<file path="config.mk">
export PLATFORM = sky130hd
export DESIGN_NAME = defect_pixel_table_control
export DESIGN_NICKNAME = d
export VERILOG_FILES = /design/src/common/dpc_pkg.sv /design/src/hw/pixel_fifo.sv /design/src/hw/defect_pixel_table_control.sv
export VERILOG_INCLUDE_DIRS = /design/src /design/src/common
export SDC_FILE = /design/constraint.sdc
export NUM_CORES = 2
export LEC_CHECK = 0
export ABC_AREA = 1
export ABC_CLOCK_PERIOD_IN_PS = 6800
export BUFFER_PORTS_ARGS = -buffer_cell sky130_fd_sc_hd__buf_2
export CORE_MARGIN = 4
export CORE_UTILIZATION = 40
export CTS_CLUSTER_SIZE = 14
export DETAILED_ROUTE_END_ITERATION = 12
export GPL_ROUTABILITY_DRIVEN = 0
export SYNTH_ARGS = -nofsm -noshare
export SYNTH_HDL_FRONTEND = slang
export SYNTH_HIERARCHICAL = 1
export SYNTH_SLANG_ARGS = --single-unit
</file>
<file path="constraint.sdc">
create_clock -name clock -period 6.8 [get_ports clock]
set_clock_uncertainty 0.2 [all_clocks]
set_input_delay 1.02 -clock clock [delete_from_list [all_inputs] [get_ports clock]]
set_output_delay 1.02 -clock clock [all_outputs]
set_load 0.01 [all_outputs]
</file>
<file path="src/common/dpc_cfg.svh">
// Purpose: offsets, field positions, reset values and counts of the defect pixel table control
// Assumes: AXI4-Lite, 32-bit data, one aligned word per register
// Notes:   included by its bare name
// Contract
// - on/off switch for table-based pixel replacement
// - three methods: average, highlight, zero
// - average uses neighbours; highlight forces maximum value
// - entry count readable and writable by host
// - entry selector picks entry for coordinate access
// - column access reads/writes selected entry
// - row access reads/writes selected entry
// - coordinates relative to full sensor image
// - edits staged; active table unchanged until commit
// - commit copies staged table into volatile active
// - transfer during streaming may briefly corrupt frames
// - persist overwrites stored table with current table
// - power-up loads stored table as active; here reset first reloads the stored table with the factory table
// - restore returns table to factory calibration
// - restore overwrites active and stored copies
`ifndef DPC_CFG_SVH
`define DPC_CFG_SVH
`define DPC_OFF_CTRL        8'h00
`define DPC_OFF_COUNT       8'h04
`define DPC_OFF_SELECT      8'h08
`define DPC_OFF_COLUMN      8'h0c
`define DPC_OFF_ROW         8'h10
`define DPC_OFF_COMMAND     8'h14
`define DPC_OFF_STATUS      8'h18
`define DPC_CTRL_EN_BIT     0
`define DPC_CTRL_METHOD_LSB 1
`define DPC_CMD_COMMIT_BIT  0
`define DPC_CMD_PERSIST_BIT 1
`define DPC_CMD_RESTORE_BIT 2
`define DPC_STAT_BUSY_BIT   0
`define DPC_STAT_ACT_LSB    8
`define DPC_RST_EN          1'b0
`define DPC_RESP_OKAY       2'b00
`define DPC_RESP_SLVERR     2'b10
`define DPC_FIFO_DEPTH      16
`endif

</file>
<file path="src/common/dpc_pkg.sv">
// Purpose: shared types of the defect pixel table control
// Assumes: nothing
// Notes:   encodings follow declaration order
package dpc_pkg;
  typedef enum logic [1:0] {
    method_average,
    method_highlight,
    method_zero
  } method_t;
  typedef enum logic [2:0] {
    xf_boot,
    xf_idle,
    xf_commit,
    xf_persist,
    xf_restore
  } xfer_t;
endpackage

</file>
<file path="src/hw/pixel_fifo.sv">
// Purpose: synchronous fifo between the correction stage and the image path
// Assumes: one clock, synchronous active-high reset
// Notes:   depth is a power of two
`timescale 1ns/1ps
`default_nettype none
module pixel_fifo #(
  parameter int WIDTH = 13,
  parameter int DEPTH = 16
) (
  input  wire logic             clock,
  input  wire logic             sys_rst,
  input  wire logic             in_valid,
  output logic                  in_ready,
  input  wire logic [WIDTH-1:0] in_data,
  output logic                  out_valid,
  input  wire logic             out_ready,
  output logic      [WIDTH-1:0] out_data
);
  localparam int PW = $clog2(DEPTH);
  typedef struct packed {
    logic [DEPTH-1:0][WIDTH-1:0] mem;
    logic [PW-1:0]               wp;
    logic [PW-1:0]               rp;
    logic [PW:0]                 cnt;
  } fifo_t;
  fifo_t s_q;
  fifo_t s_d;
  logic  push;
  logic  pop;

  assign in_ready  = (s_q.cnt != (PW+1)'(DEPTH));
  assign out_valid = (s_q.cnt != '0);
  assign out_data  = s_q.mem[s_q.rp];
  assign push      = in_valid && in_ready;
  assign pop       = out_valid && out_ready;

  always_comb begin
    s_d = s_q;
    if (push) begin
      s_d.mem[s_q.wp] = in_data;
      s_d.wp          = s_q.wp + 1'b1;
    end
    if (pop) begin
      s_d.rp = s_q.rp + 1'b1;
    end
    s_d.cnt = s_q.cnt + (PW+1)'(push) - (PW+1)'(pop);
  end

  always_ff @(posedge clock) begin
    if (sys_rst) begin
      s_q <= '0;
    end else begin
      s_q <= s_d;
    end
  end
endmodule
`default_nettype wire

</file>
<file path="src/hw/defect_pixel_table_control.sv">
// Purpose: defect pixel table with staged edits, commit, persist and factory restore, plus pixel replacement
// Assumes: pixel stream and register bus on one clock; stored table held in flops that reset and the restore command load with the factory table
// Notes:   a transfer copies one entry per clock, entries from index 0 upward
//
// Design decisions made here: the AXI4-Lite slave port and the register offsets.
`timescale 1ns/1ps
`default_nettype none
`include "dpc_cfg.svh"
module defect_pixel_table_control #(
  parameter int                         ENTRIES       = 8,
  parameter int                         PIX_W         = 12,
  parameter int                         COORD_W       = 16,
  parameter int                         FACTORY_COUNT = 0,
  parameter logic [ENTRIES*COORD_W-1:0] FACTORY_COLS  = '0,
  parameter logic [ENTRIES*COORD_W-1:0] FACTORY_ROWS  = '0
) (
  input  wire logic               clock,
  input  wire logic               sys_rst,
  input  wire logic [7:0]         s_axi_awaddr,
  input  wire logic               s_axi_awvalid,
  output logic                    s_axi_awready,
  input  wire logic [31:0]        s_axi_wdata,
  input  wire logic [3:0]         s_axi_wstrb,
  input  wire logic               s_axi_wvalid,
  output logic                    s_axi_wready,
  output logic [1:0]              s_axi_bresp,
  output logic                    s_axi_bvalid,
  input  wire logic               s_axi_bready,
  input  wire logic [7:0]         s_axi_araddr,
  input  wire logic               s_axi_arvalid,
  output logic                    s_axi_arready,
  output logic [31:0]             s_axi_rdata,
  output logic [1:0]              s_axi_rresp,
  output logic                    s_axi_rvalid,
  input  wire logic               s_axi_rready,
  input  wire logic               s_valid,
  output logic                    s_ready,
  input  wire logic [PIX_W-1:0]   s_pixel,
  input  wire logic [COORD_W-1:0] s_col,
  input  wire logic [COORD_W-1:0] s_row,
  input  wire logic               s_line_end,
  input  wire logic [COORD_W-1:0] roi_offset_col,
  input  wire logic [COORD_W-1:0] roi_offset_row,
  output logic                    m_valid,
  input  wire logic               m_ready,
  output logic [PIX_W-1:0]        m_pixel,
  output logic                    m_line_end
);
  localparam int CW = $clog2(ENTRIES+1);
  localparam int SW = (ENTRIES > 1) ? $clog2(ENTRIES) : 1;
  localparam logic [ENTRIES-1:0][COORD_W-1:0] FAC_COL = FACTORY_COLS;
  localparam logic [ENTRIES-1:0][COORD_W-1:0] FAC_ROW = FACTORY_ROWS;
  localparam logic [CW-1:0] FAC_CNT = CW'(FACTORY_COUNT);
  localparam logic [SW-1:0] LAST_IDX = SW'(ENTRIES-1);

  typedef logic [ENTRIES-1:0][COORD_W-1:0] coords_t;
  typedef struct packed {
    logic             en;
    dpc_pkg::method_t method;
    logic [CW-1:0]    count;
    logic [CW-1:0]    act_count;
    logic [CW-1:0]    nv_count;
    logic [15:0]      sel;
    coords_t          stg_col;
    coords_t          stg_row;
    coords_t          act_col;
    coords_t          act_row;
    coords_t          nv_col;
    coords_t          nv_row;
    dpc_pkg::xfer_t   st;
    logic [SW-1:0]    idx;
    logic             aw_held;
    logic [7:0]       awaddr;
    logic             w_held;
    logic [31:0]      wdata;
    logic [3:0]       wstrb;
    logic             bvalid;
    logic [1:0]       bresp;
    logic             rvalid;
    logic [1:0]       rresp;
    logic [31:0]      rdata;
    logic             held;
    logic             held_end;
    logic             held_def;
    logic [PIX_W-1:0] held_pix;
    logic             left_ok;
    logic [PIX_W-1:0] left_pix;
  } state_t;

  state_t             s_q;
  state_t             s_d;
  logic               wr_go;
  logic               rd_go;
  logic [31:0]        rd_word;
  logic               rd_ok;
  logic               sel_ok;
  logic [COORD_W-1:0] abs_col;
  logic [COORD_W-1:0] abs_row;
  logic               hit;
  logic               in_fire;
  logic               emit;
  logic               fifo_in_ready;
  logic               right_ok;
  logic [PIX_W:0]     pair_sum;
  logic [PIX_W-1:0]   fix_pix;

  function automatic logic [31:0] merge(input logic [31:0] old, input logic [31:0] val, input logic [3:0] strb);
    logic [31:0] res;
    res = old;
    for (int b = 0; b < 4; b++) begin
      if (strb[b]) begin
        res[b*8 +: 8] = val[b*8 +: 8];
      end
    end
    return res;
  endfunction

  // ----------------------------------------------------------------
  // register bus
  // ----------------------------------------------------------------
  assign s_axi_awready = !s_q.aw_held;
  assign s_axi_wready  = !s_q.w_held;
  assign s_axi_bvalid  = s_q.bvalid;
  assign s_axi_bresp   = s_q.bresp;
  assign s_axi_arready = !s_q.rvalid;
  assign s_axi_rvalid  = s_q.rvalid;
  assign s_axi_rresp   = s_q.rresp;
  assign s_axi_rdata   = s_q.rdata;
  assign wr_go         = s_q.aw_held && s_q.w_held && !s_q.bvalid;
  assign rd_go         = s_axi_arvalid && !s_q.rvalid;
  assign sel_ok        = (s_q.sel < 16'(ENTRIES));

  always_comb begin
    rd_word = '0;
    rd_ok   = 1'b1;
    unique case (s_axi_araddr)
      `DPC_OFF_CTRL: begin
        rd_word[`DPC_CTRL_EN_BIT] = s_q.en;
        rd_word[`DPC_CTRL_METHOD_LSB +: 2] = s_q.method;
      end
      `DPC_OFF_COUNT:   rd_word[CW-1:0] = s_q.count;
      `DPC_OFF_SELECT:  rd_word[15:0] = s_q.sel;
      `DPC_OFF_COLUMN: begin
        if (sel_ok) begin
          rd_word[COORD_W-1:0] = s_q.stg_col[s_q.sel[SW-1:0]];
        end
      end
      `DPC_OFF_ROW: begin
        if (sel_ok) begin
          rd_word[COORD_W-1:0] = s_q.stg_row[s_q.sel[SW-1:0]];
        end
      end
      `DPC_OFF_COMMAND: rd_word = '0;
      `DPC_OFF_STATUS: begin
        rd_word[`DPC_STAT_BUSY_BIT] = (s_q.st != dpc_pkg::xf_idle);
        rd_word[`DPC_STAT_ACT_LSB +: CW] = s_q.act_count;
      end
      default: rd_ok = 1'b0;
    endcase
  end

  // ----------------------------------------------------------------
  // defect lookup on full-sensor coordinates
  // ----------------------------------------------------------------
  assign abs_col = roi_offset_col + s_col;
  assign abs_row = roi_offset_row + s_row;

  always_comb begin
    hit = 1'b0;
    for (int i = 0; i < ENTRIES; i++) begin
      if ((CW'(i) < s_q.act_count) && (s_q.act_col[i] == abs_col) && (s_q.act_row[i] == abs_row)) begin
        hit = 1'b1;
      end
    end
  end

  // ----------------------------------------------------------------
  // replacement stage: one pixel is held until its right neighbour arrives or it ends the line
  // ----------------------------------------------------------------
  assign s_ready  = !s_q.held || fifo_in_ready;
  assign in_fire  = s_valid && s_ready;
  assign emit     = s_q.held && fifo_in_ready && (in_fire || s_q.held_end);
  assign right_ok = in_fire && !s_q.held_end;
  assign pair_sum = {1'b0, s_q.left_pix} + {1'b0, s_pixel};

  always_comb begin
    fix_pix = s_q.held_pix;
    if (s_q.en && s_q.held_def) begin
      unique case (s_q.method)
        dpc_pkg::method_average: begin
          if (s_q.left_ok && right_ok) begin
            fix_pix = pair_sum[PIX_W:1];
          end else if (s_q.left_ok) begin
            fix_pix = s_q.left_pix;
          end else if (right_ok) begin
            fix_pix = s_pixel;
          end
        end
        dpc_pkg::method_highlight: fix_pix = '1;
        dpc_pkg::method_zero:      fix_pix = '0;
        default:                   fix_pix = s_q.held_pix;
      endcase
    end
  end

  // ----------------------------------------------------------------
  // next state
  // ----------------------------------------------------------------
  always_comb begin
    logic [31:0] wv;
    wv   = '0;
    s_d  = s_q;
    // table transfer, one entry per clock; pixels see a half-copied table during boot, commit and restore
    unique case (s_q.st)
      dpc_pkg::xf_boot: begin
        s_d.stg_col[s_q.idx] = s_q.nv_col[s_q.idx];
        s_d.stg_row[s_q.idx] = s_q.nv_row[s_q.idx];
        s_d.act_col[s_q.idx] = s_q.nv_col[s_q.idx];
        s_d.act_row[s_q.idx] = s_q.nv_row[s_q.idx];
        s_d.count            = s_q.nv_count;
        s_d.act_count        = s_q.nv_count;
      end
      dpc_pkg::xf_commit: begin
        s_d.act_col[s_q.idx] = s_q.stg_col[s_q.idx];
        s_d.act_row[s_q.idx] = s_q.stg_row[s_q.idx];
      end
      dpc_pkg::xf_persist: begin
        s_d.nv_col[s_q.idx] = s_q.stg_col[s_q.idx];
        s_d.nv_row[s_q.idx] = s_q.stg_row[s_q.idx];
      end
      dpc_pkg::xf_restore: begin
        s_d.stg_col[s_q.idx] = FAC_COL[s_q.idx];
        s_d.stg_row[s_q.idx] = FAC_ROW[s_q.idx];
        s_d.act_col[s_q.idx] = FAC_COL[s_q.idx];
        s_d.act_row[s_q.idx] = FAC_ROW[s_q.idx];
        s_d.nv_col[s_q.idx]  = FAC_COL[s_q.idx];
        s_d.nv_row[s_q.idx]  = FAC_ROW[s_q.idx];
      end
      dpc_pkg::xf_idle: ;
    endcase
    if (s_q.st != dpc_pkg::xf_idle) begin
      s_d.idx = (s_q.idx == LAST_IDX) ? '0 : s_q.idx + 1'b1;
      if (s_q.idx == LAST_IDX) begin
        s_d.st = dpc_pkg::xf_idle;
      end
    end
    // write channel capture, address and data in either order
    if (s_axi_awvalid && !s_q.aw_held) begin
      s_d.aw_held = 1'b1;
      s_d.awaddr  = s_axi_awaddr;
    end
    if (s_axi_wvalid && !s_q.w_held) begin
      s_d.w_held = 1'b1;
      s_d.wdata  = s_axi_wdata;
      s_d.wstrb  = s_axi_wstrb;
    end
    if (s_q.bvalid && s_axi_bready) begin
      s_d.bvalid = 1'b0;
    end
    if (wr_go) begin
      s_d.aw_held = 1'b0;
      s_d.w_held  = 1'b0;
      s_d.bvalid  = 1'b1;
      s_d.bresp   = `DPC_RESP_OKAY;
      unique case (s_q.awaddr)
        `DPC_OFF_CTRL: begin
          wv = merge({29'h0, s_q.method, s_q.en}, s_q.wdata, s_q.wstrb);
          s_d.en = wv[`DPC_CTRL_EN_BIT];
          // the unused fourth code is ignored so the method stays legal
          if (wv[`DPC_CTRL_METHOD_LSB +: 2] != 2'h3) begin
            s_d.method = dpc_pkg::method_t'(wv[`DPC_CTRL_METHOD_LSB +: 2]);
          end
        end
        `DPC_OFF_COUNT: begin
          wv = merge(32'(s_q.count), s_q.wdata, s_q.wstrb);
          s_d.count = (wv > 32'(ENTRIES)) ? CW'(ENTRIES) : wv[CW-1:0];
        end
        `DPC_OFF_SELECT: begin
          wv = merge({16'h0, s_q.sel}, s_q.wdata, s_q.wstrb);
          s_d.sel = wv[15:0];
        end
        `DPC_OFF_COLUMN: begin
          if (sel_ok) begin
            wv = merge(32'(s_q.stg_col[s_q.sel[SW-1:0]]), s_q.wdata, s_q.wstrb);
            s_d.stg_col[s_q.sel[SW-1:0]] = wv[COORD_W-1:0];
          end
        end
        `DPC_OFF_ROW: begin
          if (sel_ok) begin
            wv = merge(32'(s_q.stg_row[s_q.sel[SW-1:0]]), s_q.wdata, s_q.wstrb);
            s_d.stg_row[s_q.sel[SW-1:0]] = wv[COORD_W-1:0];
          end
        end
        `DPC_OFF_COMMAND: begin
          // a command while a transfer runs is dropped silently
          if ((s_q.st == dpc_pkg::xf_idle) && s_q.wstrb[0]) begin
            if (s_q.wdata[`DPC_CMD_RESTORE_BIT]) begin
              s_d.st        = dpc_pkg::xf_restore;
              s_d.count     = FAC_CNT;
              s_d.act_count = FAC_CNT;
              s_d.nv_count  = FAC_CNT;
            end else if (s_q.wdata[`DPC_CMD_PERSIST_BIT]) begin
              s_d.st       = dpc_pkg::xf_persist;
              s_d.nv_count = s_q.count;
            end else if (s_q.wdata[`DPC_CMD_COMMIT_BIT]) begin
              s_d.st        = dpc_pkg::xf_commit;
              s_d.act_count = s_q.count;
            end
          end
        end
        `DPC_OFF_STATUS: ;
        default: s_d.bresp = `DPC_RESP_SLVERR;
      endcase
    end
    // read channel
    if (s_q.rvalid && s_axi_rready) begin
      s_d.rvalid = 1'b0;
    end
    if (rd_go) begin
      s_d.rvalid = 1'b1;
      s_d.rdata  = rd_word;
      s_d.rresp  = rd_ok ? `DPC_RESP_OKAY : `DPC_RESP_SLVERR;
    end
    // pixel stage
    if (emit) begin
      s_d.held     = 1'b0;
      s_d.left_pix = s_q.held_pix;
      s_d.left_ok  = !s_q.held_end;
    end
    if (in_fire) begin
      s_d.held     = 1'b1;
      s_d.held_pix = s_pixel;
      s_d.held_end = s_line_end;
      s_d.held_def = hit;
    end
  end

  always_ff @(posedge clock) begin
    if (sys_rst) begin
      s_q          <= '0;
      s_q.en       <= `DPC_RST_EN;
      s_q.method   <= dpc_pkg::method_average;
      s_q.st       <= dpc_pkg::xf_boot;
      s_q.nv_col   <= FAC_COL;
      s_q.nv_row   <= FAC_ROW;
      s_q.nv_count <= FAC_CNT;
    end else begin
      s_q <= s_d;
    end
  end

  pixel_fifo #(
    .WIDTH (PIX_W+1),
    .DEPTH (`DPC_FIFO_DEPTH)
  ) u_out_fifo (
    .clock     (clock),
    .sys_rst   (sys_rst),
    .in_valid  (emit),
    .in_ready  (fifo_in_ready),
    .in_data   ({s_q.held_end, fix_pix}),
    .out_valid (m_valid),
    .out_ready (m_ready),
    .out_data  ({m_line_end, m_pixel})
  );
endmodule
`default_nettype wire

</file>
After elaboration in Yosys (flattened, before gate mapping)
Memory sizes are Yosys's and may differ from the RTL's. A register that Yosys moved wholly into a read port is not among the register bits.
Cells that the tools add are included.

cells by class
  reductions and logical operators = 62
  muxes and demuxes = 131
  magnitude comparators = 17
  equal/unequal tests = 39
  add/sub/neg operators = 8

operators with widths
  operator                                                                number
  128-bit bitwise mux                                                     16
  256-bit one-hot mux with 2 select lines                                 2
  256-bit one-hot mux with 3 select lines                                 1
  128-bit two-way mux                                                     4
  16-bit binary-select mux with 3-bit select                              6
  284-bit two-way mux                                                     1
  8-bit two-way mux                                                       33
  16-bit == test                                                          16
  208-bit bitwise mux                                                     1
  16-bit two-way mux                                                      12
  16-bit demux with 3-bit select                                          2
  12-bit two-way mux                                                      5
  13-bit binary-select mux with 4-bit select                              1
  13-bit demux with 4-bit select                                          1
  8-bit by 5-bit == test with 1-bit output (second input constant)        6
  3-bit two-way mux                                                       14
  12-bit one-hot mux with 3 select lines                                  1
  1-bit logical AND                                                       35
  35-bit two-way mux                                                      1
  16-bit adder                                                            2
  8-bit by 4-bit == test with 1-bit output (second input constant)        4
  32-bit by 4-bit > comparator with 1-bit output (second input constant)  1
  13-bit two-way mux                                                      2
  4-bit one-hot mux with 3 select lines                                   2
  45 further kinds                                                        88

word-level totals
  ROM bits = 128
  logic and storage cells = 350
  memories kept = 1
  register bits = 1,122

memory list
  memory           words  width  rd ports  clocked after memory_dff  wr ports  RTL line                           RTL
  (no name shown)  8      16     1         1                         0         defect_pixel_table_control.sv:237  s_d.nv_row[s_q.idx] = FAC_ROW[s_q.idx];

Longest topological paths before layout
  depth after elaboration = 13
  gate-level depth with buffers = 28
  depth with buffers taken out = 24

By module
The synthesis kept the hierarchy.

modules (own cells, without submodules)
  module                      seq. area each (um^2)  area an instance (um^2)  cells each  instances
  defect_pixel_table_control  17,997.3               48,715.5                 7,247       1
  pixel_fifo                  4,424.2                11,544.8                 1,925       1

Worst setup path before layout
Ideal clock, no wire load.

  path kind = register to register
  start = register u_out_fifo/s_q[2] in the netlist's numbering
  end = register u_out_fifo/s_q[4] in the netlist's numbering
  arrival time = 3.635 ns
  setup slack = 2.852 ns
  stages on the path, launching flop included = 28
  data required time = 6.487 ns
  path through = dfxtp_1 inv_1 ha_1 nand4_1 buf_4 inv_1 nand2_1 nand2_1 inv_1 nor2_1 inv_1 nand2_1 inv_1 clkbuf_1 buf_4 buf_6 nand2_1 ha_1 inv_1 ha_1 inv_1 fa_1 inv_1 nand2_1 nand2_1 a21oi_1 nor2_1 nor2_1

on the way
  cells in the longest elaborated chain, start to end = 8
  elaborated cells on any way between the ends = 11
  classes of those cells = add/sub (2); eq/ne (1); reduce/logical (8)

RTL lines
  what                                         RTL line                           RTL
  start, declared                              pixel_fifo.sv:26                   fifo_t s_q;
  start signal, assigned                       pixel_fifo.sv:51                   s_q <= '0;
  start signal, assigned                       pixel_fifo.sv:53                   s_q <= s_d;
  5-bit != test                                pixel_fifo.sv:31                   assign in_ready = (s_q.cnt != (PW+1)'(DEPTH));
  net fifo_in_ready                            defect_pixel_table_control.sv:102  logic fifo_in_ready;
  1-bit logical OR                             defect_pixel_table_control.sv:180  assign s_ready = !s_q.held || fifo_in_ready;
  net s_ready                                  defect_pixel_table_control.sv:37   output logic s_ready,
  1-bit logical AND                            defect_pixel_table_control.sv:181  assign in_fire = s_valid && s_ready;
  1-bit logical OR                             defect_pixel_table_control.sv:182  assign emit = s_q.held && fifo_in_ready && (in_fire || s_q.held_end);
  1-bit logical AND                            defect_pixel_table_control.sv:182
  net emit                                     defect_pixel_table_control.sv:101  logic emit;
  1-bit logical AND                            pixel_fifo.sv:34                   assign push = in_valid && in_ready;
  5-bit by 1-bit adder with 5-bit output       pixel_fifo.sv:46                   s_d.cnt = s_q.cnt + (PW+1)'(push) - (PW+1)'(pop);
  5-bit by 1-bit subtractor with 5-bit output  pixel_fifo.sv:46

The timed path passes the listed nets, and every way through them passes these cells.
A chain may end at the register's enable or synchronous reset.

Final worst setup path
  start = register u_out_fifo/s_q[3] in the netlist's numbering
  end = register u_out_fifo/s_q[96] in the netlist's numbering

on the way
  cells in the longest elaborated chain, start to end = 10
  elaborated cells on any way between the ends = 15
  classes of those cells = eq/ne (1); mux (6); reduce/logical (8)

RTL lines
  what                                      RTL line                           RTL
  5-bit != test *                           pixel_fifo.sv:31
  net fifo_in_ready                         defect_pixel_table_control.sv:102
  1-bit logical OR *                        defect_pixel_table_control.sv:180
  1-bit logical AND *                       defect_pixel_table_control.sv:181
  1-bit logical AND *                       defect_pixel_table_control.sv:183  assign right_ok = in_fire && !s_q.held_end;
  12-bit two-way mux                        defect_pixel_table_control.sv:195  end else if (right_ok) begin
  12-bit two-way mux                        defect_pixel_table_control.sv:193  end else if (s_q.left_ok) begin
  12-bit two-way mux *                      defect_pixel_table_control.sv:191  if (s_q.left_ok && right_ok) begin
  12-bit one-hot mux with 3 select lines *  defect_pixel_table_control.sv:189  unique case (s_q.method)
  12-bit two-way mux *                      defect_pixel_table_control.sv:188  if (s_q.en && s_q.held_def) begin
  net fix_pix[5]                            defect_pixel_table_control.sv:105  logic [PIX_W-1:0] fix_pix;
  208-bit bitwise mux *                     pixel_fifo.sv:40                   s_d.mem[s_q.wp] = in_data;

The timed path passes the listed nets; every way through them passes the cells marked *.

==> impl_metrics.env <==
export IMPL_status="finished clean"
export IMPL_layout_min_cycle_time_ns=5.48
export IMPL_holdCritPathClass="flip-flop to flip-flop"
export IMPL_setup_viol=0
export IMPL_post_route_period_util_pct=80.6
export IMPL_nNetsFinal=9139
export IMPL_final_common_cell="nand2_1"
export IMPL_cp_common_cell="inv_1"
export IMPL_fp_row_count=142
export IMPL_end_kind="flip-flop"
export IMPL_wl_um=261000
export IMPL_placed_area_um2=61700
export IMPL_vdd_ir_drop_worst_mv=0.198
export IMPL_max_slew_margin_pct=8.06
export IMPL_crit_path_start_kind="flip-flop"
export IMPL_max_cap_violations=0
export IMPL_via_count=64681
export IMPL_cts_buffer_depth=3
export IMPL_power_leakage_nw=27.0
export IMPL_grt_first_pass_wirelength_um=378000
export IMPL_coreArea_um2=150000
export IMPL_grt_max_degree=198
export IMPL_worstPathRequired_ns=7.29
export IMPL_arrival_ns=5.98
export IMPL_async_flop_share_pct=0
export IMPL_cts_htree_levels=3
export IMPL_area_growth_pct=9.31
export IMPL_antenna_found_initial=16
export IMPL_cts_sinks=1120
export IMPL_netlist_area_um2=60300
export IMPL_ys_seq_area_share_pct=37.2
export IMPL_ant_nets=0
export IMPL_crit_fanout=23
export IMPL_design_area_um2=65900
export IMPL_top_level_ports=194
export IMPL_yosys_register_bits=1120
export IMPL_cts_resized=0
export IMPL_synth_top_area_cell="dfxtp_1"
export IMPL_cts_setup_buffers=0
export IMPL_clk_pin_slew_worst_paths_ns=0.06
export IMPL_hold_buffers=0
export IMPL_rsz0062_at_grt="no"
export IMPL_crit_type="flip-flop to flip-flop"
export IMPL_finalHoldViolations=0
export IMPL_slowest_delay_ns=0.76
export IMPL_n_fill_cell=15530
export IMPL_dieArea_um2=157000
export IMPL_synth_warnings=6
export IMPL_path_delay_family="simple AND/OR/NAND/NOR gates"
export IMPL_syn_instance_count=9172
export IMPL_clockRootBuffer="clkbuf_16"
export IMPL_io_buffer_count=175
export IMPL_synth_edf_count=0
export IMPL_synth_top_area_share_pct=37.2
export IMPL_fmax_ghz=0.182
export IMPL_tns_ns=0
export IMPL_drc_errors=0
export IMPL_finalMaxSlewViolations=0
export IMPL_drt_iter0_markers=10247
export IMPL_die_h_um=396
export IMPL_dp_hpwl_um=175000
export IMPL_globalRouteTotalUtil_pct=31.6
export IMPL_clk_latency_ns=0.79
export IMPL_fp_dieW_um=396
export IMPL_synthTopCellsByArea="dfxtp_1 37%, nand2_1 15%, nor2_1 7.3%, a21oi_1 6.9%, inv_1 5.9%"
export IMPL_first_pass_iters=8
export IMPL_cts_buffers_inserted=121
export IMPL_whs_ns=0.252
export IMPL_start_util_pct=40.2
export IMPL_grt_pass1_vias=56963
export IMPL_ys_types=68
export IMPL_cts_tree="yes"
export IMPL_p_total_mw=16.2
export IMPL_crit_slowest_cell="nor2_2"
export IMPL_path_cells="inv_1 > ha_1 > nand4_1 > buf_4 > inv_1 > nand2_1 > nand2_1 > nor2_2 > inv_1 > nor2_2 > clkinv_1 > o221ai_1 > a22o_1 > nor2_1 > nor2_1"
export IMPL_grt_overflow=0
export IMPL_routed_via_density=5.84
export IMPL_ys_flop_type="dfxtp_1"
export IMPL_p_per_area_nw_per_um2=246
export IMPL_syn_avg_cell_area_um2=6.57
export IMPL_drive_gt1_share_pct=7.06
export IMPL_tightest_slew_ns=1.37
export IMPL_cp_buffers_inverters=5
export IMPL_setup_slack_ns=1.32
export IMPL_dp_slack_ns=1.44
export IMPL_final_cell_mix="2,351 x nand2_1, 1,172 x nor2_1, 1,118 x dfxtp_1, 938 x inv_1, 836 x a21oi_1"
export IMPL_wl_per_cell_um=23.6
## cell families (layout without fill, tap and decap cells)
family | after synthesis | after routing | synth area share, %
compound gates | 1916 | 1916 | 19.8
xor+xnor | 63 | 63 | 0.916
fa+ha+maj | 58 | 58 | 1.25
buf+inv | 1632 | 1489 | 11.0
flops | 1120 | 1120 | 37.2
other cells | 1 | 23 | 0.00622
simple gates | 4382 | 4382 | 29.8
## synth_stat cells (5+ instances only)
| master | number |
|---|---|
| nand2_1 | 2361 |
| nor2_1 | 1174 |
| dfxtp_1 | 1120 |
| inv_1 | 944 |
| a21oi_1 | 836 |
| nand3_1 | 654 |
| clkbuf_1 | 409 |
| o21ai_0 | 408 |
| a32o_1 | 203 |
| a221oi_1 | 120 |
| o22ai_1 | 120 |
| buf_2 | 88 |
| buf_4 | 74 |
| buf_1 | 59 |
| a211oi_1 | 55 |
| ha_1 | 54 |
| xor2_1 | 47 |
| a22oi_1 | 36 |
| nand4_1 | 29 |
| inv_2 | 26 |
| nor3_1 | 25 |
| nand3b_1 | 24 |
| nand3_2 | 22 |
| a32oi_1 | 21 |
| buf_6 | 19 |
| or2_2 | 19 |
| o21ai_1 | 18 |
| a31oi_1 | 16 |
| xnor2_1 | 16 |
| o211ai_1 | 15 |
| clkinv_1 | 12 |
| nand2_2 | 12 |
| nor4_1 | 12 |
| o21ai_2 | 11 |
| or4_1 | 11 |
| nor2_2 | 10 |
| a211oi_2 | 9 |
| a221oi_2 | 8 |
| o2111ai_1 | 8 |
| nor2_4 | 7 |
| a22o_1 | 5 |
## power breakdown
| group | switching (mW) | internal, mW |
|---|---|---|
| registers | 0.0837 | 6.66 |
| clock network | 2.97 | 3.95 |
| logic | 1.89 | 0.648 |
## area by class of cell
cell class / count / area (µm²) / area share [%]
Antenna cell: 5 / 12.5 / 0.0190
Tap cell: 2016 / 2520 / 3.83
Inverter: 982 / 3700 / 5.61
Clock buffer: 186 / 3600 / 5.47
Multi-Input combinational cell: 6437 / 31300 / 47.6
Timing Repair Buffer: 281 / 1760 / 2.67
Sequential cell: 1120 / 22400 / 34.0
Clock inverter: 40 / 509 / 0.773
## per-stage QoR
stage	instances	utilization (%)
2_1_floorplan	9189	-
3_3_place_gp	10836	41.2
3_5_place_dp	10836	41.2
4_1_cts	11062	44.0
5_1_grt	11062	44.0
6_report	11067	44.0
## tightest hold or removal path, delay by kind of cell, from the launching register on
kind / cells / cell delay [ns]
buffers and inverters: 1 / 0.06
AOI/OAI and AO/OA: 1 / 0.05
DFF: 1 / 0.30
## final timing paths
path	start	to	slack (ns)	cells after the start
max	u_out_fifo/s_q[3]	u_out_fifo/s_q[96]	1.32	15
min	s_q[68]	s_q[68]	0.25	2
max reg2reg	u_out_fifo/s_q[3]	u_out_fifo/s_q[96]	1.32	15
min reg2reg	s_q[68]	s_q[68]	0.25	2
## metal layers
layer	share of wire, %	routed length [µm]	GRT usage (%)
met4	4.3	11400	12.7
met1	40	105000	43.2
met3	16	42600	13.5
met5	0.089	234	0
met2	39	102000	43.5
## flip-flops by register name, summed over array words and instances, names as in the netlist
signal,flops
s_axi_bresp,1
s_axi_bvalid,1
s_axi_rdata,16
s_axi_rresp,1
s_axi_rvalid,1
s_q,879
u_out_fifo/s_q,221
(Power assumes the default switching activity.)
